===== config.mk =====
export PLATFORM = sky130hd
export DESIGN_NAME = rcu_reset_controller
export DESIGN_NICKNAME = d
export VERILOG_FILES = /design/src/design/rcu_pkg.sv /design/src/design/rcu_reset_controller.sv
export SDC_FILE = /design/constraint.sdc
export NUM_CORES = 1
export LEC_CHECK = 0
export ABC_AREA = 1
export BUFFER_PORTS_ARGS = -buffer_cell sky130_fd_sc_hd__buf_4
export CAP_MARGIN = 20
export CELL_PAD_IN_SITES_DETAIL_PLACEMENT = 1
export CELL_PAD_IN_SITES_GLOBAL_PLACEMENT = 1
export CORE_UTILIZATION = 40
export DETAILED_ROUTE_END_ITERATION = 7
export PLACE_DENSITY = 0.79
export SLEW_MARGIN = 20
export SYNTH_ARGS = -nofsm -noshare
export SYNTH_HDL_FRONTEND = slang
export SYNTH_SLANG_ARGS = --single-unit

===== constraint.sdc =====
create_clock -name clk_sys -period 1.5 [get_ports clk_sys]
set_input_delay 0.15 -clock clk_sys [delete_from_list [all_inputs] [get_ports clk_sys]]
set_output_delay 0.15 -clock clk_sys [all_outputs]
set_load 0.1 [all_outputs]

===== src/design/rcu_pkg.sv =====
// Package of constants and types for the reset controller
package rcu_pkg;

    // ****************************************
    // Timing constants
    // ****************************************
    localparam int unsigned CLK_PERIOD_NS = 8;        // System clock period
    localparam int unsigned HOLD_TIME_NS = 64;        // Least time a reset output is held
    // Hold cycles, rounded up to whole cycles
    localparam int unsigned HOLD_CYC = (HOLD_TIME_NS + CLK_PERIOD_NS - 1) / CLK_PERIOD_NS;
    localparam logic [3:0] HOLD_CNT = 4'(HOLD_CYC);  // Counter load value
    localparam logic [3:0] CNT_ZERO = 4'h0;          // Counter idle value

    // ****************************************
    // Reset target encoding (one-hot states)
    // ****************************************
    typedef enum logic [3:0] {
        RCU_ST_RUN  = 4'h1,  // No reset applied
        RCU_ST_SYS  = 4'h2,  // System reset held
        RCU_ST_CORE = 4'h4,  // Core-only reset held
        RCU_ST_BOOT = 4'h8   // Core released, boot request pulse
    } rcu_state_e;

    // ****************************************
    // Carriers
    // ****************************************
    // System reset request sources
    typedef struct packed {
        logic sw_ctrl;        // Software write of reset_ctrl_reg
        logic power_mode;     // power_mode_unit request
        logic event_ctrl;     // event_controller request
        logic trig_router;    // trigger_router request
        logic emulator;       // Emulator input request
    } rcu_sys_req_s;

    // Reset outputs to functional units
    typedef struct packed {
        logic core_rst;       // Processor core reset
        logic periph_rst;     // Peripheral units reset
        logic core_boot;      // Core ready-to-boot pulse
        logic core_busy;      // Core unreachable, bus masters must wait
    } rcu_rst_out_s;

    // Whole module state
    typedef struct packed {
        rcu_state_e state;    // Sequencer state
        logic [3:0] cnt;      // Hold counter
        logic hw_seen;        // Set by hardware reset, survives system reset
        logic sys_seen;       // Set by system reset, cleared by hardware reset
        rcu_rst_out_s out;    // Registered outputs
    } rcu_state_s;

    localparam rcu_rst_out_s OUT_RESET = '{core_rst: 1'b1, periph_rst: 1'b1,
                                           core_boot: 1'b0, core_busy: 1'b1};

endpackage


===== src/design/rcu_reset_controller.sv =====
// Reset controller sequencing hardware, system and core-only resets
// Overview of operation
// - Hardware reset clears everything, controller included
// - System reset clears all but controller
// - Core-only reset touches only the core
// - Core leaves reset ready to boot
// - Resets hold units idle at defaults
// - Low external pin means hardware reset
// - Software or unit requests start system reset
module rcu_reset_controller (
    // Clock and reset
    input wire logic clk_sys,
    input wire logic rst,
    // Request sources
    input wire logic hw_reset_n_pin,
    input wire rcu_pkg::rcu_sys_req_s sys_req,
    input wire logic core_req,
    // Reset outputs
    output rcu_pkg::rcu_rst_out_s rst_out,
    // Controller status
    output logic hw_seen,
    output logic sys_seen
);
    import rcu_pkg::*;

    // ****************************************
    // Timing summary
    // ****************************************
    // A system request reloads the hold counter on every edge it is seen.
    // Once it drops, peripherals stay in reset for HOLD_CYC more edges,
    // then the core follows one edge later together with its boot pulse.
    // A pin request costs two extra edges in the synchroniser first.
    // Core-only holds load the counter once, not on every edge, and never touch peripherals.
    // Limitation: requests are levels; a pulse that falls between two
    // edges is missed, so sources must hold until the next edge.

    // ****************************************
    // Pin synchroniser
    // ****************************************
    logic pin_meta_ff;  // First stage, read only by second
    logic pin_sync_ff;  // Second stage, safe to use
    logic hw_req;       // Synchronised hardware request

    // Two flops before any logic looks at the pin
    // Reset to the pin's idle high level: a zero here would read as a
    // fresh pin request for two edges after rst lets go
    always_ff @(posedge clk_sys or posedge rst) begin
        if (rst) begin
            pin_meta_ff <= 1'b1;
            pin_sync_ff <= 1'b1;
        end else begin
            pin_meta_ff <= hw_reset_n_pin;
            pin_sync_ff <= pin_meta_ff;
        end
    end

    // Pin is active low: a low level asks for a hardware reset
    assign hw_req = ~pin_sync_ff;

    // ****************************************
    // Request merge
    // ****************************************
    // Sources are not told apart; any one starts the same hold
    logic sys_any;  // Any system reset source
    assign sys_any = |sys_req;

    // ****************************************
    // Sequencer
    // ****************************************
    rcu_state_s cur_ff;   // Registered state
    rcu_state_s nxt_cur;  // Next state

    // Next state computation
    // Defaults keep everything, so quiet edges change nothing
    always_comb begin
        nxt_cur = cur_ff;
        // Boot pulse lasts one cycle unless raised again below
        nxt_cur.out.core_boot = 1'b0;
        // Pin request outranks every other source
        if (hw_req) begin
            // Widest request first; hardware wipes controller history too
            nxt_cur.state = RCU_ST_SYS;
            nxt_cur.cnt = HOLD_CNT;
            nxt_cur.hw_seen = 1'b1;
            nxt_cur.sys_seen = 1'b0;
            nxt_cur.out = OUT_RESET;
        end else if (sys_any) begin
            // Controller bits kept, all units reset
            nxt_cur.state = RCU_ST_SYS;
            nxt_cur.cnt = HOLD_CNT;
            nxt_cur.sys_seen = 1'b1;
            nxt_cur.out = OUT_RESET;
        end else begin
            unique case (cur_ff.state)
                // Running: only a core request starts anything here
                RCU_ST_RUN: begin
                    if (core_req) begin
                        // Only the core is touched, peripherals run on
                        nxt_cur.state = RCU_ST_CORE;
                        nxt_cur.cnt = HOLD_CNT;
                        nxt_cur.out.core_rst = 1'b1;
                        nxt_cur.out.core_busy = 1'b1;
                    end
                end
                // System hold, counting down after the last request
                RCU_ST_SYS: begin
                    if (cur_ff.cnt != CNT_ZERO) begin
                        nxt_cur.cnt = cur_ff.cnt - 4'h1;
                    end else begin
                        // Release peripherals, core goes through boot step
                        nxt_cur.out.periph_rst = 1'b0;
                        nxt_cur.state = RCU_ST_CORE;
                        nxt_cur.cnt = CNT_ZERO;
                    end
                end
                // Core-only hold, stretched while the request stays high
                RCU_ST_CORE: begin
                    if (cur_ff.cnt != CNT_ZERO || core_req) begin
                        // Held while requested, keeps core idle
                        nxt_cur.cnt = (cur_ff.cnt != CNT_ZERO) ? cur_ff.cnt - 4'h1 : CNT_ZERO;
                    end else begin
                        nxt_cur.state = RCU_ST_BOOT;
                        nxt_cur.out.core_rst = 1'b0;
                        nxt_cur.out.core_boot = 1'b1;
                    end
                end
                RCU_ST_BOOT: begin
                    // Access allowed one cycle after boot pulse
                    nxt_cur.state = RCU_ST_RUN;
                    nxt_cur.out.core_busy = 1'b0;
                end
                // Corrupt state code: recover through a full system hold
                default: begin
                    nxt_cur.state = RCU_ST_SYS;
                    nxt_cur.cnt = HOLD_CNT;
                    nxt_cur.out = OUT_RESET;
                end
            endcase
        end
    end

    // State register; async reset acts as hardware reset
    // Only constants in the reset branch, so it stays a plain preset
    always_ff @(posedge clk_sys or posedge rst) begin
        if (rst) begin
            cur_ff.state <= RCU_ST_SYS;
            cur_ff.cnt <= HOLD_CNT;
            cur_ff.hw_seen <= 1'b1;
            cur_ff.sys_seen <= 1'b0;
            cur_ff.out <= OUT_RESET;
        end else begin
            cur_ff <= nxt_cur;
        end
    end

    // ****************************************
    // Outputs
    // ****************************************
    // Straight from the state register, no logic after the flops
    assign rst_out = cur_ff.out; // Reset lines to the units
    assign hw_seen = cur_ff.hw_seen; // Hardware reset history
    assign sys_seen = cur_ff.sys_seen; // System reset history

    // ****************************************
    // Assertions
    // ****************************************
    // All checks sample on the system clock and sleep during rst
    // Core request from idle resets the core alone
    a_core_only_scope: assert property (@(posedge clk_sys) disable iff (rst)
        (cur_ff.state == RCU_ST_RUN && !hw_req && !sys_any && core_req)
        |=> (rst_out.core_rst && !rst_out.periph_rst))
        else $error("core-only reset disturbed peripherals");
    // System request resets every unit and records itself
    a_sys_resets_all: assert property (@(posedge clk_sys) disable iff (rst)
        sys_any && !hw_req |=> rst_out.periph_rst && rst_out.core_rst && sys_seen)
        else $error("system reset did not reset all units");
    // Hardware request wipes the system history
    a_hw_clears_hist: assert property (@(posedge clk_sys) disable iff (rst)
        hw_req |=> hw_seen && !sys_seen && rst_out.periph_rst)
        else $error("hardware reset kept history");
    // A synchronised low pin resets core and peripherals
    a_pin_to_reset: assert property (@(posedge clk_sys) disable iff (rst)
        $fell(pin_sync_ff) |=> rst_out.periph_rst && rst_out.core_rst)
        else $error("pin low did not reset");
    // Every core release carries exactly one boot pulse
    a_boot_after_core: assert property (@(posedge clk_sys) disable iff (rst)
        $fell(rst_out.core_rst) |-> rst_out.core_boot ##1 !rst_out.core_boot)
        else $error("core release without boot pulse");
    // Core in reset is never offered to bus masters
    a_idle_in_reset: assert property (@(posedge clk_sys) disable iff (rst)
        rst_out.core_rst |-> rst_out.core_busy)
        else $error("core reachable while in reset");
    // Core request loses to a wider pending request
    a_widest_wins: assert property (@(posedge clk_sys) disable iff (rst)
        (sys_any || hw_req) && core_req |=> rst_out.periph_rst)
        else $error("narrower reset chosen over wider");
    // System reset lasts at least the hold time
    a_sys_hold_time: assert property (@(posedge clk_sys) disable iff (rst)
        $rose(rst_out.periph_rst) |-> rst_out.periph_rst [*8])
        else $error("system reset held too briefly");

    // Peripherals only enter reset through a hardware or system request
    a_periph_untouched: assert property (@(posedge clk_sys) disable iff (rst)
        !rst_out.periph_rst && !hw_req && !sys_any |=> !rst_out.periph_rst)
        else $error("peripherals reset without a system request");
    // Core is never released while peripherals are still held
    a_sys_covers_core: assert property (@(posedge clk_sys) disable iff (rst)
        rst_out.periph_rst |-> rst_out.core_rst)
        else $error("core released before peripherals");
    // Boot pulse comes with the core out of reset and still fenced off
    a_boot_ready_state: assert property (@(posedge clk_sys) disable iff (rst)
        rst_out.core_boot |-> !rst_out.core_rst && !rst_out.periph_rst && rst_out.core_busy)
        else $error("boot pulse in wrong reset state");
    // Core answers again one cycle after its boot pulse
    a_busy_after_boot: assert property (@(posedge clk_sys) disable iff (rst)
        rst_out.core_boot && !hw_req && !sys_any |=> !rst_out.core_busy)
        else $error("core still fenced after boot");
    // Core-only reset lasts at least the hold time
    a_core_hold_time: assert property (@(posedge clk_sys) disable iff (rst)
        $rose(rst_out.core_rst) && !rst_out.periph_rst |-> rst_out.core_rst [*8])
        else $error("core-only reset held too briefly");
endmodule


* After elaboration in Yosys (flattened, before gate mapping)
Index checks and enable logic that the tools add are counted.
Storage, ports and cells: flip-flop bits (word level) 15, input bits 9
Cells by class: $add $sub $neg 1, equality and inequality tests 13, multiplexer cells 20, reductions and logical operators 11
Operator list (count):
- 4-bit one-hot mux with 4 select lines | 2
- 8-bit 2-to-1 mux | 3
- 4-bit 2-to-1 mux | 5
- 4-bit inequality test (second input constant) | 4
- 3-bit by 2-bit inequality test with 1-bit output (second input constant) | 3
- 3-bit AND reduction | 3
- 1-bit 2-to-1 mux | 6
- 1-bit one-hot mux with 3 select lines | 2
- 5-bit 2-to-1 mux | 1
- 5-bit OR reduction | 1
- 4-bit by 1-bit equality test with 1-bit output (second input constant) | 1
- 4-bit by 2-bit equality test with 1-bit output (second input constant) | 1
- 4-bit by 3-bit equality test with 1-bit output (second input constant) | 1
- 4-bit equality test (second input constant) | 1
- 2-bit AND reduction | 2
- 4-bit nonzero test | 1
- 2-bit OR reduction | 2
- 4-bit by 1-bit subtractor with 4-bit output (second input constant) | 1
- 3-bit inequality test (second input constant) | 1
- 3-bit OR reduction | 1
- 2-bit by 1-bit inequality test with 1-bit output (second input constant) | 1
- 1-bit one-hot mux with 2 select lines | 1
- 1-bit logical OR | 1

* Depth between registers and ports, before layout
Gate-level depths: netlist of the first run.
depth in word-level cells 6, depth in mapped cells 10, mapped depth without buffers 10

* Worst setup path before layout of the first run
OpenSTA, ideal clock, no wires.
path kind register -> register, start reg cur_ff[6] (netlist name), end reg cur_ff[12] (netlist name), library setup time 0.120 ns, arrival time 1.186 ns, data required time 1.380 ns, setup slack 0.194 ns, stages on the path, launching flop included 10, buffers on the path 0, cells stage by stage dfrtp_1 -> inv_1 -> ha_1 -> nand2_1 -> nor2_2 -> inv_2 -> nand3_2 -> nand2_1 -> nor2_1 -> a21oi_2
Between the ends: longest elaborated chain between the ends 4, elaborated cells on any way between the ends 5
Ends and longest elaborated chain:
- from (decl) | RTL line rcu_reset_controller.sv:70 | rcu_state_s cur_ff;
- from (signal assigned) | RTL line rcu_reset_controller.sv:152 | cur_ff <= nxt_cur;
- 4-bit nonzero test (*) | RTL line rcu_reset_controller.sv:107, rcu_reset_controller.sv:118
- 1-bit logical OR | RTL line rcu_reset_controller.sv:118 | if (cur_ff.cnt != CNT_ZERO || core_req) begin
- 4-bit inequality test (no line)
- 3-bit AND reduction (no line) (*)
Mark *: on every way between the ends. The rest lies on a longest branch, timed or not. A chain may end at the register's enable or synchronous reset.

* Worst setup path in the final report of the first run
start reg cur_ff[7] (netlist name), end reg cur_ff[12] (netlist name)
Same word-level chain as after synthesis.

==> results of run 1 <==
## worst paths after layout
| kind | startpoint | end | slack (ns) | depth (start not counted) |
|---|---|---|---|---|
| min in group asynchronous | rst | cur_ff[8] | 0.48 | 3 |
| min reg2reg | pin_meta_ff | pin_sync_ff | 0.36 | 0 |
| max | cur_ff[7] | cur_ff[12] | 0.12 | 9 |
| min | core_req | cur_ff[13] | 0.16 | 4 |
| max in group asynchronous | rst | rst_out[2] | 0.64 | 3 |
| max reg2reg | cur_ff[7] | cur_ff[12] | 0.12 | 9 |
## per-stage QoR
step	hold slack (ns)	area (µm²)	setup WS [ns]	utilization [%]	power (W)
2_1_floorplan	0.0465	950	0.194	-	0.000480
3_3_place_gp	0.256	1050	0.168	47.1	0.000504
3_5_place_dp	0.248	1050	0.121	47.1	0.000507
4_1_cts	0.170	1100	0.0935	49.2	0.000746
5_1_grt	0.173	1110	0.00267	49.5	0.000784
6_report	0.159	1110	0.120	49.5	0.000740
## worst register-to-register path, stage by stage (launching register included)
cell	delay, ns
sky130_fd_sc_hd__dfrtp_1	0.38
sky130_fd_sc_hd__inv_1	0.09
sky130_fd_sc_hd__ha_1	0.15
sky130_fd_sc_hd__nand2_1	0.08
sky130_fd_sc_hd__nor2_2	0.17
sky130_fd_sc_hd__inv_2	0.08
sky130_fd_sc_hd__nand3_2	0.10
sky130_fd_sc_hd__nand2_1	0.07
sky130_fd_sc_hd__nor2_1	0.12
sky130_fd_sc_hd__a21oi_2	0.04
## power breakdown
part           switching (W)   total, W  internal (W)
clock               0.000134   0.000238      0.000104
sequential        0.00000449   0.000418      0.000414
combinational      0.0000564  0.0000843     0.0000279
## cell usage in the layout (no fill, tap or decap)
cell,count
sky130_fd_sc_hd__clkbuf_4,3
sky130_fd_sc_hd__nor2_8,2
sky130_fd_sc_hd__nand3_1,12
sky130_fd_sc_hd__a21oi_1,2
sky130_fd_sc_hd__buf_4,14
sky130_fd_sc_hd__nand4_1,2
sky130_fd_sc_hd__nor2_2,6
sky130_fd_sc_hd__a21oi_2,2
sky130_fd_sc_hd__nand2_1,21
sky130_fd_sc_hd__o21ai_1,3
sky130_fd_sc_hd__nor2_4,2
sky130_fd_sc_hd__dfstp_2,7
sky130_fd_sc_hd__nand3_2,5
sky130_fd_sc_hd__o21ai_2,1
sky130_fd_sc_hd__conb_1,1
sky130_fd_sc_hd__xnor2_1,1
sky130_fd_sc_hd__o21ai_4,1
sky130_fd_sc_hd__dfrtp_1,8
sky130_fd_sc_hd__dlygate4sd3_1,2
sky130_fd_sc_hd__ha_1,2
sky130_fd_sc_hd__inv_1,14
sky130_fd_sc_hd__clkbuf_1,1
sky130_fd_sc_hd__nand2_2,2
sky130_fd_sc_hd__nor2_1,12
sky130_fd_sc_hd__inv_2,5
## layout make-up
cell class | count | area [µm²]
sequential | 15 | 384
multi-input combinational | 77 | 464
fill | 284 | 1130
clock buffer | 4 | 26.3
inverter | 19 | 71.3
timing repair buffer | 16 | 125
tap | 28 | 35.0
## what timing repair did
action                                  CTS  global route
resized for setup                         0             2
hold endpoints to repair                  9             0
endpoints found under the setup margin    0             5
hold buffers                              2             0
## logic make-up after synthesis
| kind of cell | Yosys count |
|---|---|
| xor gates and xnor gates | 1 |
| adders and majority gates | 2 |
| DFF | 15 |
| AOI/OAI and AO/OA | 9 |
| and+or+nand+nor | 64 |
| other | 1 |
| buffers and inverters | 24 |
## registers in the layout, indices dropped and copies added (netlist names)
| name | cells |
|---|---|
| cur_ff | 8 |
| pin_meta_ff | 1 |
| pin_sync_ff | 1 |
| rst_out | 4 |
| sys_seen | 1 |
## layer usage
layer,vias to the layer above,track usage [%]
met1,369,23.0
met3,5,3.64
li1,388,-
met5,-,0
met2,7,32.9
met4,0,8.33
==> run summary, run 1 <==
Together, buffers and inverters on the worst path number 2. The worst hold path class was in -> reg. The quantity of I/O buffers inserted on ports works out to 13.

In this run the core area contains 17 standard-cell rows. The required time reported for the critical path endpoint came out at 1.69 ns. For this run, the slowest stage of the critical path takes 0.38 ns. The post-synthesis cell area came out at 950 µm². Once detailed placement completed, the half-perimeter wirelength came to 1.61 mm.

Summing over every cut layer, the via total after detailed routing is 769. The total count of max-transition violations in the final report was 0; the ratio of final minimum period to clock period was 92.0%. The overall overflow remaining after global route came out at 0. Worst slew margin relative to its limit: 62.5%. Number of endpoints failing setup at the final stage: 0.

The initial antenna violation count came out at 0. In this run the worst path has a maximum fanout of 3. Most used cell along the critical path: sky130_fd_sc_hd__nand2_1. The length of routed wiring on met1 was 870 µm. For the number of max-cap violations, the log shows 0.

Power per standard cell area: 669 mW/mm². After synthesis, the largest area contributor takes up 21.1% of total cell area. TritonCTS built the clock tree. STA puts the critical path data arrival time at 1.57 ns. At the end of routability-driven placement, the weighted congestion stood at 0.800. Routed signal wires occupy layers up through met4. The run gives 0.564 nW as the total leakage power. Entering global routing, the biggest net connects 16 pins. The maximum buffer depth of the clock tree is 2. The highest clock rate was 0.725 GHz; the clock slew at the register clock pins of the worst setup and hold paths was 0.09 ns.

The smallest clock period supported by the final layout is computed as 1.38 ns. The largest total area in the synthesized netlist belongs to sky130_fd_sc_hd__dfrtp_1. Global router's overall resource usage: 19.1%.

In this run, placement finished with an instance count of 153. IR analysis of the VDD net gives a maximum drop of 651 µV. In this run the standard cell core region covers 0.00223 mm². The run finished with clean final reports. The tools report the critical path startpoint category as a register. 0 antenna diodes ended up in the layout.

The via count of the first global-routing pass came out at 807. The critical path goes through inv_1, ha_1, nand2_1, nor2_2, inv_2, nand3_2, nand2_1, nor2_1, a21oi_2. Yosys printed 0 warnings. The total die area was 0.00257 mm².

By startpoint and endpoint, the worst setup path is classified as reg -> reg. Measured along the y axis, the die boundary spans 50.7 µm. Final number of hold-violating endpoints: 0.

At the pin with the least slew margin, the transition time is 0.561 ns. The number of sinks driven by the clock tree is 15. STA classifies the critical path endpoint as a register. At the end of the flow, the number of nets in the layout was 143. On the final layout, the worst clock skew is 0.00412 ns. After synthesis, flip-flops and latches occupy 40.4% of the total area. After synthesis the netlist holds a flip-flop and latch count of 15. For the count of non-filler cells in the finished layout, the log shows 159.

15 I/O pins were placed. Averaged over all synthesized cells, the footprint is 8.19 µm². The count of nets left with antenna violations once routing finished came out at 0. After synthesis, the cell types taking the most area are sky130_fd_sc_hd__dfrtp_1 21%, sky130_fd_sc_hd__dfstp_2 19%, sky130_fd_sc_hd__nand2_1 8.3%, sky130_fd_sc_hd__nand3_1 6.3%, sky130_fd_sc_hd__inv_1 5.9%. The tools report the setup TNS as 0 ns.

Setup repair after global routing left no endpoint under its margin. The starting DRC count in detailed routing is 1, and the post-synthesis adder-cell area fraction is 2.64%. After synthesis, the largest family of logic cells by area is simple AND/OR/NAND/NOR gates.

For this configuration, the core starts out at a cell density of 42.5%. Of the total synthesized cell area, the portion taken by AND, OR, NAND and NOR gates is 37.8%. The area growth from synthesis to layout is 16.5%. The slowest stage of the critical path belongs to the cell sky130_fd_sc_hd__dfrtp_1. The portion of synthesized area spent on multiplexers is 0%. The tools report the first-pass iteration count of the detailed router as 4. The first global-routing pass estimated 3.48 mm of wire.

Cells with a size suffix above 1 make up 38.2% of the layout. The total length of routed wires came out at 1.97 mm. The detailed route wirelength on metal3 is 39 µm, and the vias per cell is 4.84. Summing the areas of all compound-gate instances in the mapped netlist gives 6.32% of the synthesized area.

The run gives 3 as the number of buffers inserted during clock tree synthesis. The clock reaches the later pin of the worst-skew pair after 0.29 ns. sky130_fd_sc_hd__nand2_1 is the most common cell in the netlist. The number of nets handed over by synthesis was 127. Total met2 wirelength after detailed routing: 1.02 mm. The xor/xnor cell area share of the yosys netlist was 0.922%; the detailed-route wire length per cell was 12.4 µm. The number of flops mapped to enable cells by yosys works out to 0.

After detailed routing, the number of remaining DRC violations is 0. Dominant synthesized flop cell: sky130_fd_sc_hd__dfrtp_1. Share of synthesized flip-flops with an asynchronous set or reset: 100%. The kind of cell with the highest combined delay along the critical path is simple AND/OR/NAND/NOR gates. The number of different library cells used by synthesis comes to 21. The number of H-tree levels came out at 1.

Buffers added to address setup during post-CTS repair amount to 0. Synthesis handed over a netlist of 116 instances. The horizontal die dimension came out at 50.7 µm. The commonest cells after synthesis are 21 x sky130_fd_sc_hd__nand2_1, 15 x sky130_fd_sc_hd__inv_1, 12 x sky130_fd_sc_hd__nand3_1, 12 x sky130_fd_sc_hd__nor2_1, 8 x sky130_fd_sc_hd__dfrtp_1.

The cell sitting at the root of the clock tree is a sky130_fd_sc_hd__clkbuf_4.
No activity file was read; power rests on OpenSTA's default activity.
==> run 2: changes to the inputs <==
--- a/config.mk
+++ b/config.mk
@@ -8,11 +8,11 @@
 export ABC_AREA = 1
 export BUFFER_PORTS_ARGS = -buffer_cell sky130_fd_sc_hd__buf_4
 export CAP_MARGIN = 20
-export CELL_PAD_IN_SITES_DETAIL_PLACEMENT = 1
-export CELL_PAD_IN_SITES_GLOBAL_PLACEMENT = 1
-export CORE_UTILIZATION = 40
+export CELL_PAD_IN_SITES_DETAIL_PLACEMENT = 2
+export CELL_PAD_IN_SITES_GLOBAL_PLACEMENT = 2
+export CORE_UTILIZATION = 32
 export DETAILED_ROUTE_END_ITERATION = 7
-export PLACE_DENSITY = 0.79
+export PLACE_DENSITY = 0.8
 export SLEW_MARGIN = 20
 export SYNTH_ARGS = -nofsm -noshare
 export SYNTH_HDL_FRONTEND = slang
==> run summary, run 2 (synthesized netlist as in run 1, its figures left out) <==
The flow ran to the end, and the final reports show no timing, DRC or antenna violations. The number of setup buffers added after CTS is 0. The clock drives 15 sinks.

In this run the clock root is driven by a sky130_fd_sc_hd__clkbuf_4. The number of H-tree levels was 1; the highest fanout seen on the critical path was 4. The required time reported for the critical path endpoint is 1.70 ns, and the worst slew margin relative to its limit is 59.6%. The total overflow left after global routing is 0. Total length of routed wires: 2.38 mm. The register with the most flip-flops in the layout has 8 of them. The logs give 0.00113 mm² for the total non-filler cell area in the finished layout and 0.762 for the final weighted congestion in routability-driven placement. TritonCTS built the clock tree. Between clock sinks in the finished design, the worst skew comes to 0.00171 ns. The run gives 800 as the routed via count. The cell count of the worst hold path works out to 4. Clock-pin slew was measured on the worst setup and hold paths at 0.09 ns.

The critical path endpoint category was a register. The height of the chip came out at 56.5 µm. Leaving out fill and tap cells, the most frequent cells in the layout are 21 x sky130_fd_sc_hd__nand2_1, 14 x sky130_fd_sc_hd__inv_1, 14 x sky130_fd_sc_hd__buf_4, 11 x sky130_fd_sc_hd__nor2_1, 11 x sky130_fd_sc_hd__nand3_1. Dividing the final minimum period by the clock period gives 92.2%. The repair_antennas step left the layout with diodes totalling 0.

The register bank with the most flops was cur_ff. The tools report the launch point of the worst path as cur_ff[6]. The critical path start-end classification was reg -> reg. Based on the critical path, the design can be clocked at up to 0.723 GHz.

The number of nets in the final layout was 143; the setup TNS was 0 ns. At the pin with the least slew margin, the transition time is 0.605 ns. After detailed routing, the number of vias per cell comes to 4.94. The global router's overall resource usage came out at 17.9%.

Worst hold path class: in -> reg. The detailed-route wire length per cell came out at 14.7 µm. Counting the fill cells in the layout gives 316.

Compared with the post-synthesis result, the final layout area differs by 18.6%. The critical path startpoint category is a register. The initial antenna violation count was 0; the post-layout minimum cycle time was 1.38 ns. The run gives 3 as the number of buffers inserted during clock tree synthesis. The top-level I/O count was 15; the total count of max-transition violations in the final report was 0. The final number of hold-violating endpoints is 0.

The core region is 0.00278 mm². Most common cell after layout, fill and taps aside: sky130_fd_sc_hd__nand2_1. Setup repair after global routing left no endpoint under its margin. The startpoint identified for the worst register-to-register timing path is cur_ff[6]. The pin count of the biggest net entering global routing was 16; the final cell utilization of the core was 40.5%. The horizontal die dimension is 56.5 µm, and the total leakage power is 0.565 nW.

The detail route stage leaves a number of antenna-violating nets equal to 0. The first global-routing pass estimated 4.31 mm of wire. The insertion delay of the later-clocked pin in the worst-skew pair is 0.29 ns. The hold path startpoint was core_req. The longest clock path from root to sink contains 2 buffers. Setup violations remaining at the end of the flow were counted as 0. The run gives 2.01 mm as the final HPWL from detailed placement. The internal reg-to-reg setup slack is 0.12 ns, and the total die area is 0.00319 mm². Power spread over the standard cell area amounts to 665 mW/mm². Data on the critical path arrives at its endpoint at 1.58 ns. Once placement finished, the instance area stood at 0.00106 mm².

For the number of max-cap violations, the log shows 0. Of the cells placed in the final design, the portion with a size suffix greater than 1 is 40.5%. For the worst flop-to-flop path, the logic depth is 10.

For this run, design rule violations remaining after detail routing come to 0. After the first detailed-routing iteration, the DRC count stood at 7. The initialized floorplan defines 19 standard-cell rows. Buffers placed on the I/O ports in this run total 13. The first detailed-routing pass took 2 iterations. VDD sags by at most 392 µV. The starting density of the core was 34.1%. The run gives 960 as the via count of the first global-routing pass.
## run 2: changes by cell type in the layout (fill, tap and decap cells not counted)
cell and delta:
sky130_fd_sc_hd__nor2_4 +1, sky130_fd_sc_hd__nor2_1 -1, sky130_fd_sc_hd__nand3_2 +1, sky130_fd_sc_hd__a21oi_2 +1, sky130_fd_sc_hd__a21oi_1 -1, sky130_fd_sc_hd__nand3_1 -1
## run 2: worst max-delay path, stage by stage (launching register included)
cell and delay [ns]:
sky130_fd_sc_hd__dfrtp_1 0.38, sky130_fd_sc_hd__inv_2 0.06, sky130_fd_sc_hd__ha_1 0.19, sky130_fd_sc_hd__nand2_1 0.12
sky130_fd_sc_hd__nor2_4 0.05, sky130_fd_sc_hd__inv_2 0.09, sky130_fd_sc_hd__nor2_4 0.06, sky130_fd_sc_hd__nor2_2 0.14
sky130_fd_sc_hd__nand2_1 0.09, sky130_fd_sc_hd__nand2_1 0.07, sky130_fd_sc_hd__inv_1 0.03
## run 2: final cells by class
type / count / area [µm²] / area share, %
timing repair buffer: 16 / 125 / 11.1
sequential: 15 / 384 / 34.1
multi-input combinational: 77 / 480 / 42.7
inverter: 19 / 71.3 / 6.33
clock buffer: 4 / 26.3 / 2.33
tap: 31 / 38.8 / 3.44
## run 2: where the power goes
part           switching [W]  internal [W]  total (W)
clock network       0.000139      0.000104   0.000243
registers         0.00000473      0.000414   0.000418
logic              0.0000587     0.0000283  0.0000870
total               0.000203      0.000546   0.000748
## run 2: routing by layer
layer | vias up | global-route usage, % | part of all wire (%)
met2 | 7 | 33.4 | 56
met1 | 403 | 20.4 | 41
met4 | 0 | 6.27 | 1.6
met5 | - | 0 | 0
li1 | 385 | - | -
met3 | 5 | 2.76 | 1.5
## run 2: repair_timing
action | in CTS | in global routing
hold endpoints to repair | 9 | 0
setup endpoints to repair | 0 | 6
hold buffers | 2 | 0
resized for setup | 0 | 6
## run 2: through the flow
stage	power [W]	setup WS, ns	hold slack [ns]	std cells
final	0.000748	0.116	0.178	162
after global routing	0.000781	0.0213	0.182	162
after CTS	0.000762	0.0490	0.172	162
after detailed placement	0.000509	0.0760	0.259	156
after global placement	0.000505	0.155	0.259	156
after floorplan	0.000480	0.194	0.0465	116
## run 2: path summary, 6_finish.rpt
check | to
worst min-delay path | cur_ff[13]
max in group asynchronous | rst_out[1]
min in group asynchronous | cur_ff[6]
worst max-delay path | cur_ff[8]
worst min register to register | pin_sync_ff
worst max register to register | cur_ff[8]
